$ cat config.mk
export PLATFORM = sky130hd
export DESIGN_NAME = sdp_top
export DESIGN_NICKNAME = d
export VERILOG_FILES = /design/src/verilog/sdp_pkg.sv /design/src/verilog/sdp_decode.sv /design/src/verilog/sdp_top.sv
export SDC_FILE = /design/constraint.sdc
export NUM_CORES = 1
export LEC_CHECK = 0
export BUFFER_PORTS_ARGS = -buffer_cell sky130_fd_sc_hd__buf_2
export CORE_UTILIZATION = 58
export CTS_CLUSTER_DIAMETER = 50
export DETAILED_ROUTE_END_ITERATION = 12
export HOLD_SLACK_MARGIN = 0.05
export PLACE_DENSITY = 0.84
export SLEW_MARGIN = 10
export SYNTH_ARGS = -nofsm -noshare
export SYNTH_HDL_FRONTEND = slang
export SYNTH_SLANG_ARGS = --single-unit
$ cat constraint.sdc
create_clock -name sys_clk -period 1.99 [get_ports sys_clk]
set_clock_uncertainty 0.05 [all_clocks]
set_input_delay 0.2985 -clock sys_clk [delete_from_list [all_inputs] [get_ports sys_clk]]
set_output_delay 0.2985 -clock sys_clk [all_outputs]
set_load 0.02 [all_outputs]
$ cat src/verilog/sdp_pkg.sv
// Constants for the synthesizer divider and power control block
package sdp_pkg;
  localparam int          ADDR_W          = 8;
  localparam int          DATA_W          = 16;
  localparam logic [7:0]  OFS_LOOP_CTRL   = 8'h18;
  localparam logic [7:0]  OFS_DIV_SETUP   = 8'h19;
  localparam logic [7:0]  OFS_PWR_CTRL    = 8'h1a;
  localparam logic [15:0] RST_LOOP_CTRL   = 16'h2808;
  localparam logic [15:0] RST_DIV_SETUP   = 16'h0440;
  localparam logic [15:0] RST_PWR_CTRL    = 16'h0020;
  localparam logic [15:0] WMASK_LOOP_CTRL = 16'hfff8;
  localparam int          B_SYN_RESET     = 12;
  localparam int          B_DIVSYNC_ENA   = 11;
  localparam int          B_SYN_ENA       = 10;
  localparam int          F_PUMP_LO       = 6;
  localparam int          F_PRESC_LO      = 3;
  localparam int          F_MDIV_LO       = 8;
  localparam int          F_NDIV_LO       = 4;
  localparam int          F_VBIAS_LO      = 2;
  localparam int          F_VCO_LO        = 10;
  localparam int          B_BIAS_SLEEP    = 7;
  localparam int          B_TSENSE_SLEEP  = 6;
  localparam int          B_SYN_SLEEP     = 5;
  localparam int          B_CLKRX_SLEEP   = 4;
  localparam int          CHANNELS        = 4;
  localparam logic [3:0]  PRESC_ZERO_DIV  = 4'h8;
  typedef enum logic [2:0]
  {
    PUMP_OFF    = 3'b001,
    PUMP_SINGLE = 3'b010,
    PUMP_DUAL   = 3'b100
  } sdp_pump_t;
endpackage

$ cat src/verilog/sdp_decode.sv
// Divider and pump field decoder
`timescale 1ns/1ns
module sdp_decode
  import sdp_pkg::*;
(
  input  wire logic [1:0] pumpCode,   // Pump select code
  input  wire logic [2:0] prescCode,  // Prescaler code
  input  wire logic [7:0] mCode,      // M divider code
  input  wire logic [3:0] nCode,      // N divider code
  output sdp_pump_t       pumpMode,   // Decoded pump
  output logic            pumpOn,     // Any pump active
  output logic [3:0]      prescRatio, // Prescaler ratio
  output logic [7:0]      mValue,     // M divide value
  output logic [4:0]      nValue      // N divide value
);
  always_comb
  begin
    case (pumpCode)
      2'h1:    pumpMode = PUMP_SINGLE;
      2'h3:    pumpMode = PUMP_DUAL;
      default: pumpMode = PUMP_OFF;
    endcase
    pumpOn = (pumpCode == 2'h1) || (pumpCode == 2'h3);
    if (prescCode == 3'h0)
      prescRatio = PRESC_ZERO_DIV;
    else
      prescRatio = {1'b0, prescCode};
    if (mCode[7])
      mValue = {mCode[6:0], 1'b0};
    else
      mValue = {1'b0, mCode[6:0]};
    nValue = {1'b0, nCode} + 5'h01;
  end
endmodule

$ cat src/verilog/sdp_top.sv
// Synthesizer divider and power-down control registers
//
// Chosen here: the address-and-strobe port.
`timescale 1ns/1ns
module sdp_top
  import sdp_pkg::*;
(
  input  wire logic              sys_clk,         // 250 MHz clock
  input  wire logic              rst_b,           // Async reset, active low
  input  wire logic [ADDR_W-1:0] regAddr,         // Register address
  input  wire logic [DATA_W-1:0] regWdata,        // Write data
  input  wire logic              regWr,           // Write strobe
  input  wire logic              regRd,           // Read strobe
  output logic      [DATA_W-1:0] regRdata,        // Read data, cycle after strobe
  input  wire logic [2:0]        lfVoltLevel,     // Loop-filter voltage from analog
  input  wire logic              syncIn,          // Parallel-bus sync pin
  output logic                   synthClkSel,     // 1: multiplied clock, 0: bypass
  output logic [2:0]             pumpSelect,      // One-hot pump mode
  output logic                   pumpEnable,      // Charge pump active
  output logic [3:0]             prescDivide,     // Prescaler ratio
  output logic [7:0]             mDivide,         // M divide value
  output logic [4:0]             nDivide,         // N divide value
  output logic [1:0]             vcoBiasTune,     // VCO bias tuning
  output logic [5:0]             vcoCoarseTune,   // VCO coarse tuning
  output logic                   loopFilterDump,  // Hold loop filter discharged
  output logic                   nDivSync,        // N divider sync pulse
  output logic                   biasSleep,       // Bias amplifier sleep
  output logic                   tsenseSleep,     // Temperature sensor sleep
  output logic                   synthSleep,      // Synthesizer sleep
  output logic                   clkRxSleep,      // Clock input receiver sleep
  output logic                   syncStrobeSleep, // Sync strobe receiver sleep
  output logic [CHANNELS-1:0]    chanSleep        // Channel A..D sleep, A in bit 3
);
  logic [DATA_W-1:0] loopCtrl;
  logic [DATA_W-1:0] divSetup;
  logic [DATA_W-1:0] pwrCtrl;
  logic [2:0]        lfMeta;
  logic [2:0]        lfSync;
  logic              syncMeta;
  logic              syncStage;
  logic              syncLast;
  logic              syncRise;
  sdp_pump_t         pumpMode;
  logic              pumpOn;
  logic [3:0]        prescRatio;
  logic [7:0]        mValue;
  logic [4:0]        nValue;
  logic [DATA_W-1:0] next_rdata;

  // Register writes; indicator bits of loop control are not stored
  always_ff @(posedge sys_clk or negedge rst_b)
  begin
    if (!rst_b)
      loopCtrl <= RST_LOOP_CTRL;
    else if (regWr && regAddr == OFS_LOOP_CTRL)
      loopCtrl <= regWdata & WMASK_LOOP_CTRL;
  end

  always_ff @(posedge sys_clk or negedge rst_b)
  begin
    if (!rst_b)
      divSetup <= RST_DIV_SETUP;
    else if (regWr && regAddr == OFS_DIV_SETUP)
      divSetup <= regWdata;
  end

  always_ff @(posedge sys_clk or negedge rst_b)
  begin
    if (!rst_b)
      pwrCtrl <= RST_PWR_CTRL;
    else if (regWr && regAddr == OFS_PWR_CTRL)
      pwrCtrl <= regWdata;
  end

  // Pin synchronisers: two flops before any logic reads a pin
  always_ff @(posedge sys_clk or negedge rst_b)
  begin
    if (!rst_b)
      lfMeta <= 3'h0;
    else
      lfMeta <= lfVoltLevel;
  end

  // The indicator is a slow level, so bitwise sampling is safe
  always_ff @(posedge sys_clk or negedge rst_b)
  begin
    if (!rst_b)
      lfSync <= 3'h0;
    else
      lfSync <= lfMeta;
  end

  always_ff @(posedge sys_clk or negedge rst_b)
  begin
    if (!rst_b)
      syncMeta <= 1'b0;
    else
      syncMeta <= syncIn;
  end

  always_ff @(posedge sys_clk or negedge rst_b)
  begin
    if (!rst_b)
      syncStage <= 1'b0;
    else
      syncStage <= syncMeta;
  end

  // Delayed copy for the edge detector; reads only the second flop
  always_ff @(posedge sys_clk or negedge rst_b)
  begin
    if (!rst_b)
      syncLast <= 1'b0;
    else
      syncLast <= syncStage;
  end

  assign syncRise = syncStage && !syncLast;

  sdp_decode u_decode
  (
    .pumpCode   (loopCtrl[F_PUMP_LO+1:F_PUMP_LO]),
    .prescCode  (loopCtrl[F_PRESC_LO+2:F_PRESC_LO]),
    .mCode      (divSetup[F_MDIV_LO+7:F_MDIV_LO]),
    .nCode      (divSetup[F_NDIV_LO+3:F_NDIV_LO]),
    .pumpMode   (pumpMode),
    .pumpOn     (pumpOn),
    .prescRatio (prescRatio),
    .mValue     (mValue),
    .nValue     (nValue)
  );

  // Read mux; unmapped addresses read zero
  always_comb
  begin
    next_rdata = '0;
    case (regAddr)
      OFS_LOOP_CTRL: next_rdata = {loopCtrl[15:3], lfSync};
      OFS_DIV_SETUP: next_rdata = divSetup;
      OFS_PWR_CTRL:  next_rdata = pwrCtrl;
      default:       next_rdata = '0;
    endcase
  end

  // Read data stands for one cycle only, zero otherwise
  always_ff @(posedge sys_clk or negedge rst_b)
  begin
    if (!rst_b)
      regRdata <= '0;
    else if (regRd)
      regRdata <= next_rdata;
    else
      regRdata <= '0;
  end

  // Synthesizer controls
  // Multiplied clock when enabled, bypass otherwise
  always_ff @(posedge sys_clk or negedge rst_b)
  begin
    if (!rst_b)
      synthClkSel <= 1'b0;
    else
      synthClkSel <= loopCtrl[B_SYN_ENA];
  end

  // Unused pump code falls back to no pump
  always_ff @(posedge sys_clk or negedge rst_b)
  begin
    if (!rst_b)
      pumpSelect <= PUMP_OFF;
    else
      pumpSelect <= pumpMode;
  end

  // Any active pump, single or dual
  always_ff @(posedge sys_clk or negedge rst_b)
  begin
    if (!rst_b)
      pumpEnable <= 1'b0;
    else
      pumpEnable <= pumpOn;
  end

  // Code zero stands for the largest ratio
  always_ff @(posedge sys_clk or negedge rst_b)
  begin
    if (!rst_b)
      prescDivide <= 4'h1;
    else
      prescDivide <= prescRatio;
  end

  // Top code bit doubles the low seven bits
  always_ff @(posedge sys_clk or negedge rst_b)
  begin
    if (!rst_b)
      mDivide <= 8'h04;
    else
      mDivide <= mValue;
  end

  // Divide value is one above the code
  always_ff @(posedge sys_clk or negedge rst_b)
  begin
    if (!rst_b)
      nDivide <= 5'h05;
    else
      nDivide <= nValue;
  end

  // Bias tuning passes through; software picks the normal setting
  always_ff @(posedge sys_clk or negedge rst_b)
  begin
    if (!rst_b)
      vcoBiasTune <= 2'h0;
    else
      vcoBiasTune <= divSetup[F_VBIAS_LO+1:F_VBIAS_LO];
  end

  // Held while the restart bit stands; software toggles it
  always_ff @(posedge sys_clk or negedge rst_b)
  begin
    if (!rst_b)
      loopFilterDump <= 1'b0;
    else
      loopFilterDump <= loopCtrl[B_SYN_RESET];
  end

  // One pulse per synced rising edge of the sync pin, only while enabled
  always_ff @(posedge sys_clk or negedge rst_b)
  begin
    if (!rst_b)
      nDivSync <= 1'b0;
    else
      nDivSync <= loopCtrl[B_DIVSYNC_ENA] && syncRise;
  end

  // VCO coarse tuning and power-down controls
  // Coarse tuning code for the oscillator
  always_ff @(posedge sys_clk or negedge rst_b)
  begin
    if (!rst_b)
      vcoCoarseTune <= 6'h00;
    else
      vcoCoarseTune <= pwrCtrl[F_VCO_LO+5:F_VCO_LO];
  end

  // Bias amplifier sleep
  always_ff @(posedge sys_clk or negedge rst_b)
  begin
    if (!rst_b)
      biasSleep <= 1'b0;
    else
      biasSleep <= pwrCtrl[B_BIAS_SLEEP];
  end

  // Temperature sensor off
  always_ff @(posedge sys_clk or negedge rst_b)
  begin
    if (!rst_b)
      tsenseSleep <= 1'b0;
    else
      tsenseSleep <= pwrCtrl[B_TSENSE_SLEEP];
  end

  // Sleeps from reset until software wakes it
  always_ff @(posedge sys_clk or negedge rst_b)
  begin
    if (!rst_b)
      synthSleep <= 1'b1;
    else
      synthSleep <= pwrCtrl[B_SYN_SLEEP];
  end

  // Clock input receiver sleep
  always_ff @(posedge sys_clk or negedge rst_b)
  begin
    if (!rst_b)
      clkRxSleep <= 1'b0;
    else
      clkRxSleep <= pwrCtrl[B_CLKRX_SLEEP];
  end

  // The strobe receiver shares the clock receiver's sleep bit
  always_ff @(posedge sys_clk or negedge rst_b)
  begin
    if (!rst_b)
      syncStrobeSleep <= 1'b0;
    else
      syncStrobeSleep <= pwrCtrl[B_CLKRX_SLEEP];
  end

  // One sleep flop per converter channel, channel A in the top bit
  for (genvar ch = 0; ch < CHANNELS; ch++)
  begin : g_chanSleep
    always_ff @(posedge sys_clk or negedge rst_b)
    begin
      if (!rst_b)
        chanSleep[ch] <= 1'b0;
      else
        chanSleep[ch] <= pwrCtrl[ch];
    end
  end
endmodule

After elaboration in Yosys (flattened, before gate mapping)
Index checks and enable logic that the tools add are counted.

word-level totals
  ROM bits = 0
  memory bits (writable) = 0
  bits in registers = 110
  latch bits = 0
  memories kept = 0

operators by class
  divide/modulo/power cells = 0
  magnitude comparators = 0
  multiplexer cells = 5
  reduce and logical (&&, ||, !) cells = 8
  $mul = 0
  add/subtract/negate cells = 1
  bitwise logic cells = 0
  shift operators = 0
  equal/unequal tests = 5

operator list
  kind                 number
  $pmux 16 s3          1
  $eq 8x5->1 const B   3
  $mux 16              1
  $mux 8               1
  $pmux 3 s2           1
  $add 4x1->5 const B  1
  $logic_and 1x1->1    5
  $mux 4               1
  $logic_not 3->1      1
  $eq 2x1->1 const B   1
  $eq 2x2->1 const B   1
  $logic_not 1->1      1
  $logic_or 1x1->1     1

Depth between registers and ports, before layout
Gate-level depths: netlist of the first run.

  depth in word-level cells = 3
  depth in mapped cells = 5
  mapped depth without buffers = 3

Cells and area by module
From an unflattened synthesis of the first run, not the netlist that was laid out.

second synthesis, totals
  cells, all modules = 264
  area, all modules = 4083.9 µm²

modules (own cells, without submodules)
  module      cells an instance  sequential area each (µm²)  area each (µm²)  times used
  sdp_top     241                2767.7                      3887.5           1
  sdp_decode  23                 0.0                         196.4            1

Worst setup path after synthesis of the first run
Ideal clock, no wire load.

  path type = input-to-reg
  start = input regAddr[5]
  end = register loopCtrl[10]
  arrival = 1.302 ns
  buffers on the path = 1
  setup time = 0.125 ns
  setup slack = 0.513 ns
  stages = 4
  cells stage by stage = and4bb_4 -> nand4_2 -> buf_6 -> mux2_4

on the way
  longest elaborated chain between the ends = 2

ends and longest elaborated chain
  element               line           source
  from (decl)           sdp_top.sv:10  input wire logic [ADDR_W-1:0] regAddr,
  $eq 8x5->1            sdp_top.sv:55  else if (regWr && regAddr == OFS_LOOP_CTRL)
  $logic_and 1x1->1     sdp_top.sv:55
  to (signal assigned)  sdp_top.sv:56  loopCtrl <= regWdata & WMASK_LOOP_CTRL;
  to (decl)             sdp_top.sv:34  logic [DATA_W-1:0] loopCtrl;

No other way between the ends.
A chain may end at the register's enable or synchronous reset.

Final worst setup path of the first run
  start = input regAddr[5]
  end = register pwrCtrl[11]

on the way
  longest elaborated chain between the ends = 2

ends and longest elaborated chain
  element               line           source
  $eq 8x5->1            sdp_top.sv:71  else if (regWr && regAddr == OFS_PWR_CTRL)
  $logic_and 1x1->1     sdp_top.sv:71
  to (signal assigned)  sdp_top.sv:72  pwrCtrl <= regWdata;
  to (decl)             sdp_top.sv:36  logic [DATA_W-1:0] pwrCtrl;

No other way between the ends.

==> reports/metrics.csv, run 1 <==
stage;metric;value;unit
placement;io_buffers;88;
synthesis;ys_top_cells_by_area;dfrtp_1 (60%), mux2_4 (11%), dfstp_2 (7.7%);
floorplanning;die_x;86.3;microns
placement;gp_congestion;0.726;
synthesis;yosysSeqAreaShare;0.672;
critical_path;r2r_slack;0.81;ns
timing;max_slew_margin;0.690;
floorplanning;initial_utilization;0.603;
critical_path;worst-setup-path-type;in -> reg;
drt;drt_iter0_markers;102;
clock_tree;cts_buffer_depth;2;
layout;final_util;0.717;
pwr;p_per_area;810;nW/um^2
outcome;status;completed;
floorplanning;design.core.area;6830;sq um
critical_path;worstPathArrival;1.61;ns
drt;ant_nets;0;
drt;drt-pass1-iter-count;4;
synthesis;netlist_area;4120;sq um
critical_path;crit_path_start_kind;input pin;
critical_path;crit_chain;buf_2 > and4bb_4 > nand4_4 > mux2_4;
layout;fin_nets;380;
timing;hold_viol;0;
global_routing;antenna_found_initial;0;
timing;fin_crit_sh;0.706;
clock_tree;cts_buffers;9;
global_routing;grt_pass1_vias;2345;
timing;tns;0;ns
synthesis;ys_ff_latch;110;
global_routing;overflow;0;
clock_tree;numClockSinks;110;
critical_path;worstPathRequired;2.20;ns
floorplanning;rows;30;
floorplanning;ios;89;
synthesis;ys_types;31;
drt;via_per_inst;5.23;
clock_tree;clk_pin_slew;0.10;ns
timing;min_period;1.41;ns
hold_path;hp-start;regWdata[2];
layout;final_cell_mix;dfrtp_1 (98), buf_2 (87), mux2_4 (30);
layout;final_area;4900;sq um
synthesis;synth-warning-count;0;
synthesis;avgSynthCellArea;16.3;sq um
drt;num_vias;2343;
synthesis;synthesis.nets;285;
timing;worst_pin_slew;0.464;ns
placement;place_hpwl;4.96;mm
layout;final_common_cell;dfrtp_1;
floorplanning;die_area;7440;sq um
synthesis;synth_top_cell_area_share;0.595;
critical_path;endpoint_kind;register;
timing;rsz0062_at_grt;false;
clock_tree;insertion_delay;0.37;ns
critical_path;crit_start;regAddr[5];
timing;slew_violations;0;
clock_tree;root_buffer;clkbuf_8;
pwr;leakagePower;0.00267;uW
timing;fmax;0.711;GHz
drt;post-route-drc-count;0;
job;cap_violations;0;
synthesis;syn_inst;252;
global_routing;grt_first_pass_wirelength;11.7;mm
placement;postPlaceCellArea;4660;sq um
drt;routed_wl;7.29;mm
critical_path;worstReg2RegStart;loopCtrl[3];
layout;area_delta_synth_final;19.0;%
floorplanning;die_height;86.3;microns
clock_tree;tritoncts;done;
synthesis;yosys.area.top_type;dfrtp_1;
clock_tree;h-tree-depth;3;
layout;diodes;0;
pwr;peakVddDrop;0.000425;V
critical_path;cp_slowest_cell;mux2_4;
global_routing;grt_max_degree;47;
global_routing;grt.total_usage;0.213;
drt;wire_per_inst;16.3;microns
timing;setup_viol;0;
critical_path;crit_fanout;16;
hold_path;worstHoldPathType;in -> reg;
critical_path;cp_slowest_stage_delay;0.44;ns
layout;drive_gt1_frac;0.523;
[per-layer routing]
metal / track usage / vias up / wire length, microns
met1: 0.280 / 1220 / 3180
met5: 0 / - / 0
met4: 0.0955 / 0 / 119
met3: 0.0381 / 12 / 156
met2: 0.352 / 51 / 3830
li1: - / 1060 / -
[state kept, by name (all words and copies together) (netlist names), 2 cells and up]
| name | count |
|---|---|
| nDivide | 5 |
| loopCtrl | 13 |
| lfMeta | 3 |
| chanSleep | 4 |
| vcoCoarseTune | 6 |
| pumpSelect | 3 |
| regRdata | 16 |
| vcoBiasTune | 2 |
| lfSync | 3 |
| prescDivide | 4 |
| divSetup | 16 |
| mDivide | 8 |
| pwrCtrl | 16 |
[power by group]
part	total [uW]	switching, uW	internal (uW)
logic	344	184	159
clock network	1240	731	508
registers	2390	53.3	2330
total	3970	969	3000
[stage by stage]
step                      instances  worst slack (ns)  power, uW  hold WS [ns]
after detailed placement        427             0.193       2770         0.201
final                           448             0.584       3970         0.127
after CTS                       448             0.587       4000         0.121
after floorplan                 252             0.513       2610       -0.0471
after global routing            448             0.514       4130         0.121
after global placement          427             0.222       2750         0.200
[cells by family after synthesis]
logic type      synth area share
compound gates            0.0304
fa+ha+maj                0.00304
xor+xnor                 0.00425
flops                      0.672
buf+inv                   0.0255
mux                        0.206
simple gates              0.0592
[repair_timing]
action                                 CTS  global route
setup endpoints to repair                0             0
hold buffers                             5             0
buffers inserted                         0             0
resized for setup                        0             0
endpoints found under the hold margin   31             0
[cells in the mapped netlist, drive strengths merged]
library cell,instances
clkbuf,6
nand4,4
inv,2
and2,2
dfrtp,98
and4bb,1
nor2,15
and3b,1
or2,4
dfstp,12
xor2,1
a2bb2oi,12
and3,1
nand2,5
nor3,1
a21oi,4
nor2b,3
xnor2,1
buf,10
nand3,1
ha,1
mux2,51
mux2i,16
[critical path: cells and delay by family]
| family | cells | cell delay, ns |
|---|---|---|
| buf+inv | 1 | 0.09 |
| mux | 1 | 0.44 |
| simple gates | 2 | 0.78 |
[area by class of cell]
cell class / instances / area [sq um]
sequential: 110 / 2770
fill: 492 / 1930
multi-input combinational: 124 / 1250
timing repair buffer: 100 / 571
clock buffer: 11 / 141
tap: 96 / 120
clock inverter: 5 / 43.8
inverter: 2 / 7.51
[worst paths after layout]
kind                       cells past startpoint            to
hold reg to reg                                0     lfSync[1]
hold / removal                                 2    pwrCtrl[2]
setup / recovery                               4   pwrCtrl[11]
min in group asynchronous                      2  chanSleep[2]
setup reg to reg                               3   regRdata[3]
max in group asynchronous                      3    mDivide[2]
(Power assumes the default switching activity.)
==> inputs of run 2 (changes only) <==
- CORE_UTILIZATION: 58 -> 48
- PLACE_DENSITY: 0.84 -> 0.75
- clock period: 1.99 -> 1.2 ns (I/O delays scaled with it)
==> run 2 against run 1 <==
Net effect:
- the run now ends with negative setup slack left
- highest routed layer unchanged
- largest power group unchanged
- final area grew 8.7%
- final cell count grew 8.3%
- non-clock buffer count grew 28
- worst hold slack lost 0.075 ns
==> reports/metrics.csv, run 2 (synthesis results as in run 1) <==
stage;metric;value;unit
layout;fin_nets;408;
global_routing;grt_first_pass_wirelength;13.2;mm
pwr;peakVddDrop;0.000788;V
critical_path;r2r_slack;0.05;ns
critical_path;crit_path_start_kind;register;
critical_path;cp_num_cells;1;
critical_path;rr_worst_depth;1;
placement;dp.cells;449;
floorplanning;initial_utilization;0.499;
placement;gp_congestion;0.749;
job;cap_violations;0;
pwr;p_per_area;1360;nW/um^2
clock_tree;h-tree-depth;3;
layout;area_delta_synth_final;29.3;%
layout;top_regs;divSetup (16), pwrCtrl (16), regRdata (16);
layout;final_cell_mix;dfrtp_1 (98), buf_2 (81), mux2_4 (30);
global_routing;overflow;0;
floorplanning;die_height;94.6;microns
critical_path;cp_slowest_stage_delay;0.54;ns
clock_tree;cts_setup_buffers;0;
critical_path;path_buf_inv;1;
critical_path;cp_slowest_cell;dfstp_2;
critical_path;crit_family;flip-flops;
timing;fin_crit_sh;1.03;
global_routing;grt.total_usage;0.201;
clock_tree;tritoncts;done;
timing;worst_pin_slew;0.405;ns
layout;stdcell_count;485;
drt;post-route-drc-count;0;
timing;slew_violations;0;
timing;hold_viol;0;
floorplanning;rows;33;
layout;multi_input_area;1260;sq um
timing;max_slew_margin;0.730;
global_routing;grt_max_degree;31;
hold_path;worstHoldPathType;in -> reg;
critical_path;endpoint_kind;primary output;
clock_tree;cts_buffer_depth;2;
critical_path;reg2reg_to;mDivide[1];
critical_path;worstPathArrival;1.01;ns
clock_tree;numClockSinks;110;
clock_tree;root_buffer;clkbuf_8;
global_routing;grt_pass1_vias;2604;
critical_path;crit_start;synthSleep;
drt;drt-pass1-iter-count;4;
drt;drt_iter0_markers;70;
global_routing;antenna_found_initial;0;
timing;rsz0062_at_grt;true;
floorplanning;die_x;94.6;microns
outcome;violations;negative setup slack;
critical_path;worstPathRequired;0.97;ns
timing;setup_viol;6;
drt;wire_per_inst;16.6;microns
drt;ant_nets;0;
critical_path;endpoint;synthSleep;
drt;num_vias;2415;
critical_path;worst-setup-path-type;reg -> out;
clock_tree;clk_pin_slew;0.10;ns
clock_tree;insertion_delay;0.37;ns
critical_path;worstReg2RegStart;divSetup[15];
floorplanning;ios;89;
pwr;leakagePower;0.00286;uW
critical_path;crit_chain;buf_6;
floorplanning;die_area;8960;sq um
outcome;status;complete, but fails checks;
drt;via_per_inst;4.98;
layout;final_common_cell;dfrtp_1;
timing;finalWorstSetupSlack;-0.0410;ns
layout;final_util;0.645;
timing;min_period;1.24;ns
placement;dp_worst_setup_slack;-0.238;ns
timing;fmax;0.806;GHz
drt;routed_wl;8.07;mm
layout;fillers;633;
layout;diodes;0;
placement;io_buffers;88;
timing;tns;-0.224;ns
floorplanning;design.core.area;8260;sq um
critical_path;crit_fanout;1;
layout;drive_gt1_frac;0.521;
placement;place_hpwl;5.52;mm
layout;register_area;2770;sq um
clock_tree;cts_buffers;9;
run 2: repair_timing:
item | CTS | global route
setup endpoints to repair | 6 | 6
endpoints found under the hold margin | 145 | 0
hold buffers | 20 | 0
pin swaps | 0 | 0
gates resized for setup | 12 | 0
run 2: per-stage QoR:
stage / power [uW] / hold slack, ns / instance area (sq um)
global route: 7530 / 0.0545 / 5330
finish: 7240 / 0.0517 / 5330
detailed placement: 4630 / 0.0232 / 4840
CTS: 7300 / 0.0527 / 5330
floorplan: 4320 / -0.166 / 4150
global placement: 4610 / 0.0176 / 4840
run 2: how the worst min path moves through the flow:
stage                       end    startpoint  cells after the start  slack [ns]
floorplan             biasSleep         rst_b                      0       -0.17
global placement     pumpEnable         rst_b                      1        0.02
detailed placement   pumpEnable         rst_b                      1        0.02
CTS                 pwrCtrl[10]  regWdata[10]                      2        0.05
global route        pwrCtrl[10]  regWdata[10]                      2        0.05
finish              pwrCtrl[10]  regWdata[10]                      2        0.05
run 2: metal layers:
metal / share of wire / wire, microns / GRT usage / vias up
met3: 0.041 / 327 / 0.0378 / 11
met4: 0.013 / 107 / 0.0669 / 0
met1: 0.46 / 3690 / 0.273 / 1224
met5: 0 / 0 / 0 / -
li1: - / - / - / 1109
met2: 0.49 / 3940 / 0.326 / 71
run 2: power breakdown:
group / switching, uW / leakage [uW] / internal [uW]
sequential: 94.5 / 0.00146 / 3870
clock: 1230 / 0.000120 / 1390
combinational: 323 / 0.00128 / 331
run 2: layout make-up:
| type | count | area share |
|---|---|---|
| clock buffers | 9 | 0.0233 |
| inverters | 2 | 0.00141 |
| repair buffers | 128 | 0.172 |
| well taps | 105 | 0.0247 |
| multi-input cells | 124 | 0.236 |
| clock inverters | 7 | 0.0226 |
| flip-flops and latches | 110 | 0.520 |
==> inputs of run 3 (changes only) <==
- ABC_AREA: default -> 1
- CORE_UTILIZATION: 48 -> 49
- PLACE_DENSITY: 0.75 -> 0.76
==> run 3 against run 2 <==
Net effect:
- the run still ends with negative setup slack left
- global-route usage up 2.9 points
- setup slack worse by 0.015 ns
- non-clock buffer count up 8
- combinational power up 6.7%
- critical path depth unchanged
- power down 6.5%
- die area up 1.6%
- clock-buffer cell count unchanged
- flip-flop and latch count unchanged
- core utilization up 0.28 points
- via count up 36%
- critical endpoint is now mDivide[2]
==> reports/metrics.csv, run 3 <==
stage;metric;value;unit
outcome;status;complete, but fails checks;
outcome;violations;negative setup slack;
hold_path;worstHoldPathType;in -> reg;
timing;finalWorstSetupSlack;-0.0557;ns
global_routing;grt_max_degree;41;
timing;fin_crit_sh;1.05;
drt;routed_wl;9.64;mm
clock_tree;cts_buffer_depth;2;
timing;min_period;1.26;ns
synthesis;synth_ff_type;dfrtp_1;
drt;drt-pass1-iter-count;8;
timing;rsz0062_at_grt;true;
synthesis;syn_inst;417;
layout;top_regs;divSetup (16), pwrCtrl (16), regRdata (16);
critical_path;crit_chain;buf_6;
global_routing;grt_first_pass_wirelength;15.5;mm
critical_path;worstPathRequired;0.97;ns
pwr;peakVddDrop;0.000672;V
layout;fin_nets;571;
clock_tree;tritoncts;done;
floorplanning;die_x;95.4;microns
pwr;p_per_area;1250;nW/um^2
layout;final_common_cell;nand2_1;
floorplanning;die_height;95.4;microns
critical_path;crit_fanout;1;
critical_path;crit_path_start_kind;register;
synthesis;ys_ff_latch;110;
synthesis;synth_top_cell_area_share;0.574;
synthesis;synthesis.nets;450;
synthesis;ys_top_cells_by_area;dfrtp_1 (57%), nand2_1 (9.7%), nand3_1 (7.6%);
job;cap_violations;0;
layout;fillers;683;
global_routing;grt_pass1_vias;3152;
layout;register_area;2770;sq um
global_routing;antenna_found_initial;0;
timing;max_slew_margin;0.747;
timing;fmax;0.796;GHz
synthesis;synth_edf_count;0;
pwr;leakagePower;0.00304;uW
placement;gp_congestion;0.847;
synthesis;ys_types;21;
synthesis;synth-warning-count;0;
synthesis;yosysSeqAreaShare;0.648;
synthesis;yosys-top-cells-count;nand2_1 (110), dfrtp_1 (98), nand3_1 (65), o21ai_0 (46), inv_1 (33);
clock_tree;insertion_delay;0.37;ns
layout;final_cell_mix;nand2_1 (110), dfrtp_1 (97), buf_2 (81);
floorplanning;initial_utilization;0.512;
timing;worst_pin_slew;0.380;ns
synthesis;yosys.area.top_type;dfrtp_1;
drt;via_per_inst;5.05;
critical_path;cp_slowest_cell;dfstp_2;
layout;diodes;0;
drt;num_vias;3275;
floorplanning;ios;89;
critical_path;path_buf_inv;1;
critical_path;cp_slowest_stage_delay;0.55;ns
timing;whs;0.153;ns
clock_tree;h-tree-depth;3;
drt;wire_per_inst;14.9;microns
timing;hold_viol;0;
floorplanning;design.core.area;8340;sq um
drt;drt_iter0_markers;177;
hold_path;hold_depth;3;
clock_tree;cts_setup_buffers;0;
global_routing;grt.total_usage;0.229;
critical_path;worstPathArrival;1.03;ns
placement;place_hpwl;6.82;mm
layout;multi_input_area;1210;sq um
critical_path;worst-setup-path-type;reg -> out;
clock_tree;clk_pin_slew;0.10;ns
synthesis;async_flop_share;1.00;
clock_tree;cts_buffers;9;
critical_path;reg2reg_to;nDivide[3];
layout;area_delta_synth_final;26.4;%
clock_tree;root_buffer;clkbuf_8;
hold_path;hold_path_end;regRdata[0];
synthesis;netlist_area;4270;sq um
critical_path;endpoint_kind;primary output;
critical_path;crit_family;flip-flops;
clock_tree;numClockSinks;110;
critical_path;worstReg2RegStart;divSetup[6];
timing;slew_violations;0;
floorplanning;rows;33;
timing;setup_viol;6;
placement;io_buffers;88;
drt;post-route-drc-count;0;
critical_path;rr_worst_depth;2;
synthesis;yosysMostFrequentCell;nand2_1;
drt;ant_nets;0;
hold_path;hp-start;regRd;
floorplanning;die_area;9100;sq um
critical_path;r2r_slack;0.21;ns
synthesis;avgSynthCellArea;10.2;sq um
global_routing;overflow;0;
timing;tns;-0.281;ns
layout;drive_gt1_frac;0.291;
## run 3: cell types whose count changed after synthesis, sizes merged, moves of 6 or more
cell	previous run	this run
mux2	51	0
nand2	5	115
clkbuf	6	12
inv	2	35
a2bb2oi	12	0
nand3	1	65
mux2i	16	0
o21ai	0	51
## run 3: what timing repair did
action / CTS / global route
hold buffers: 21 / 0
resized for setup: 12 / 1
endpoints found under the setup margin: 6 / 7
endpoints found under the hold margin: 148 / 0
## run 3: layout make-up
| type | count | share of cell area |
|---|---|---|
| tap | 105 | 0.0243 |
| timing repair buffer | 136 | 0.182 |
| multi-input combinational | 246 | 0.224 |
| sequential | 110 | 0.513 |
| clock buffer | 9 | 0.0229 |
| inverter | 35 | 0.0243 |
| clock inverter | 7 | 0.0107 |
## run 3: cell families after synthesis
group	share of synthesized area
and+or+nand+nor	0.216
DFF	0.648
buffers and inverters	0.0694
AOI/OAI and AO/OA	0.0597
xor gates and xnor gates	0.00410
adders and majority gates	0.00293
## run 3: power breakdown
| part | internal [uW] | switching (uW) | leakage [uW] | total [uW] |
|---|---|---|---|---|
| sequential | 3910 | 115 | 0.00137 | 4030 |
| combinational | 262 | 436 | 0.00158 | 698 |
| clock | 780 | 1260 | 0.0000877 | 2040 |
| total | 4960 | 1820 | 0.00304 | 6770 |
## run 3: worst max path at each step
stage	start	to	slack, ns	depth (start not counted)
floorplan	regAddr[2]	loopCtrl[10]	0.08	7
global placement	regAddr[6]	divSetup[6]	-0.12	8
detailed placement	regAddr[6]	divSetup[14]	-0.14	9
CTS	mDivide[2]	mDivide[2]	-0.07	1
global route	prescDivide[0]	prescDivide[0]	-0.08	1
finish	mDivide[2]	mDivide[2]	-0.06	1
## run 3: per-stage QoR
step	setup slack, ns	utilization	power, uW	cells	cell area, sq um
floorplan	0.0795	-	4380	417	4270
global placement	-0.122	0.596	4700	611	4970
detailed placement	-0.138	0.596	4730	611	4970
CTS	-0.0682	0.648	6830	648	5400
global route	-0.0804	0.648	7040	648	5400
finish	-0.0557	0.648	6770	648	5400
## run 3: worst register-to-register path: stages (launching register included)
cell and delay (ns):
dfstp_2 0.59, nand3_1 0.10, xor2_1 0.15
## run 3: per-layer routing
| layer | global-route usage | part of all wire |
|---|---|---|
| met1 | 0.301 | 0.43 |
| met2 | 0.380 | 0.50 |
| met3 | 0.0319 | 0.056 |
| met4 | 0.103 | 0.016 |
| met5 | 0 | 0 |
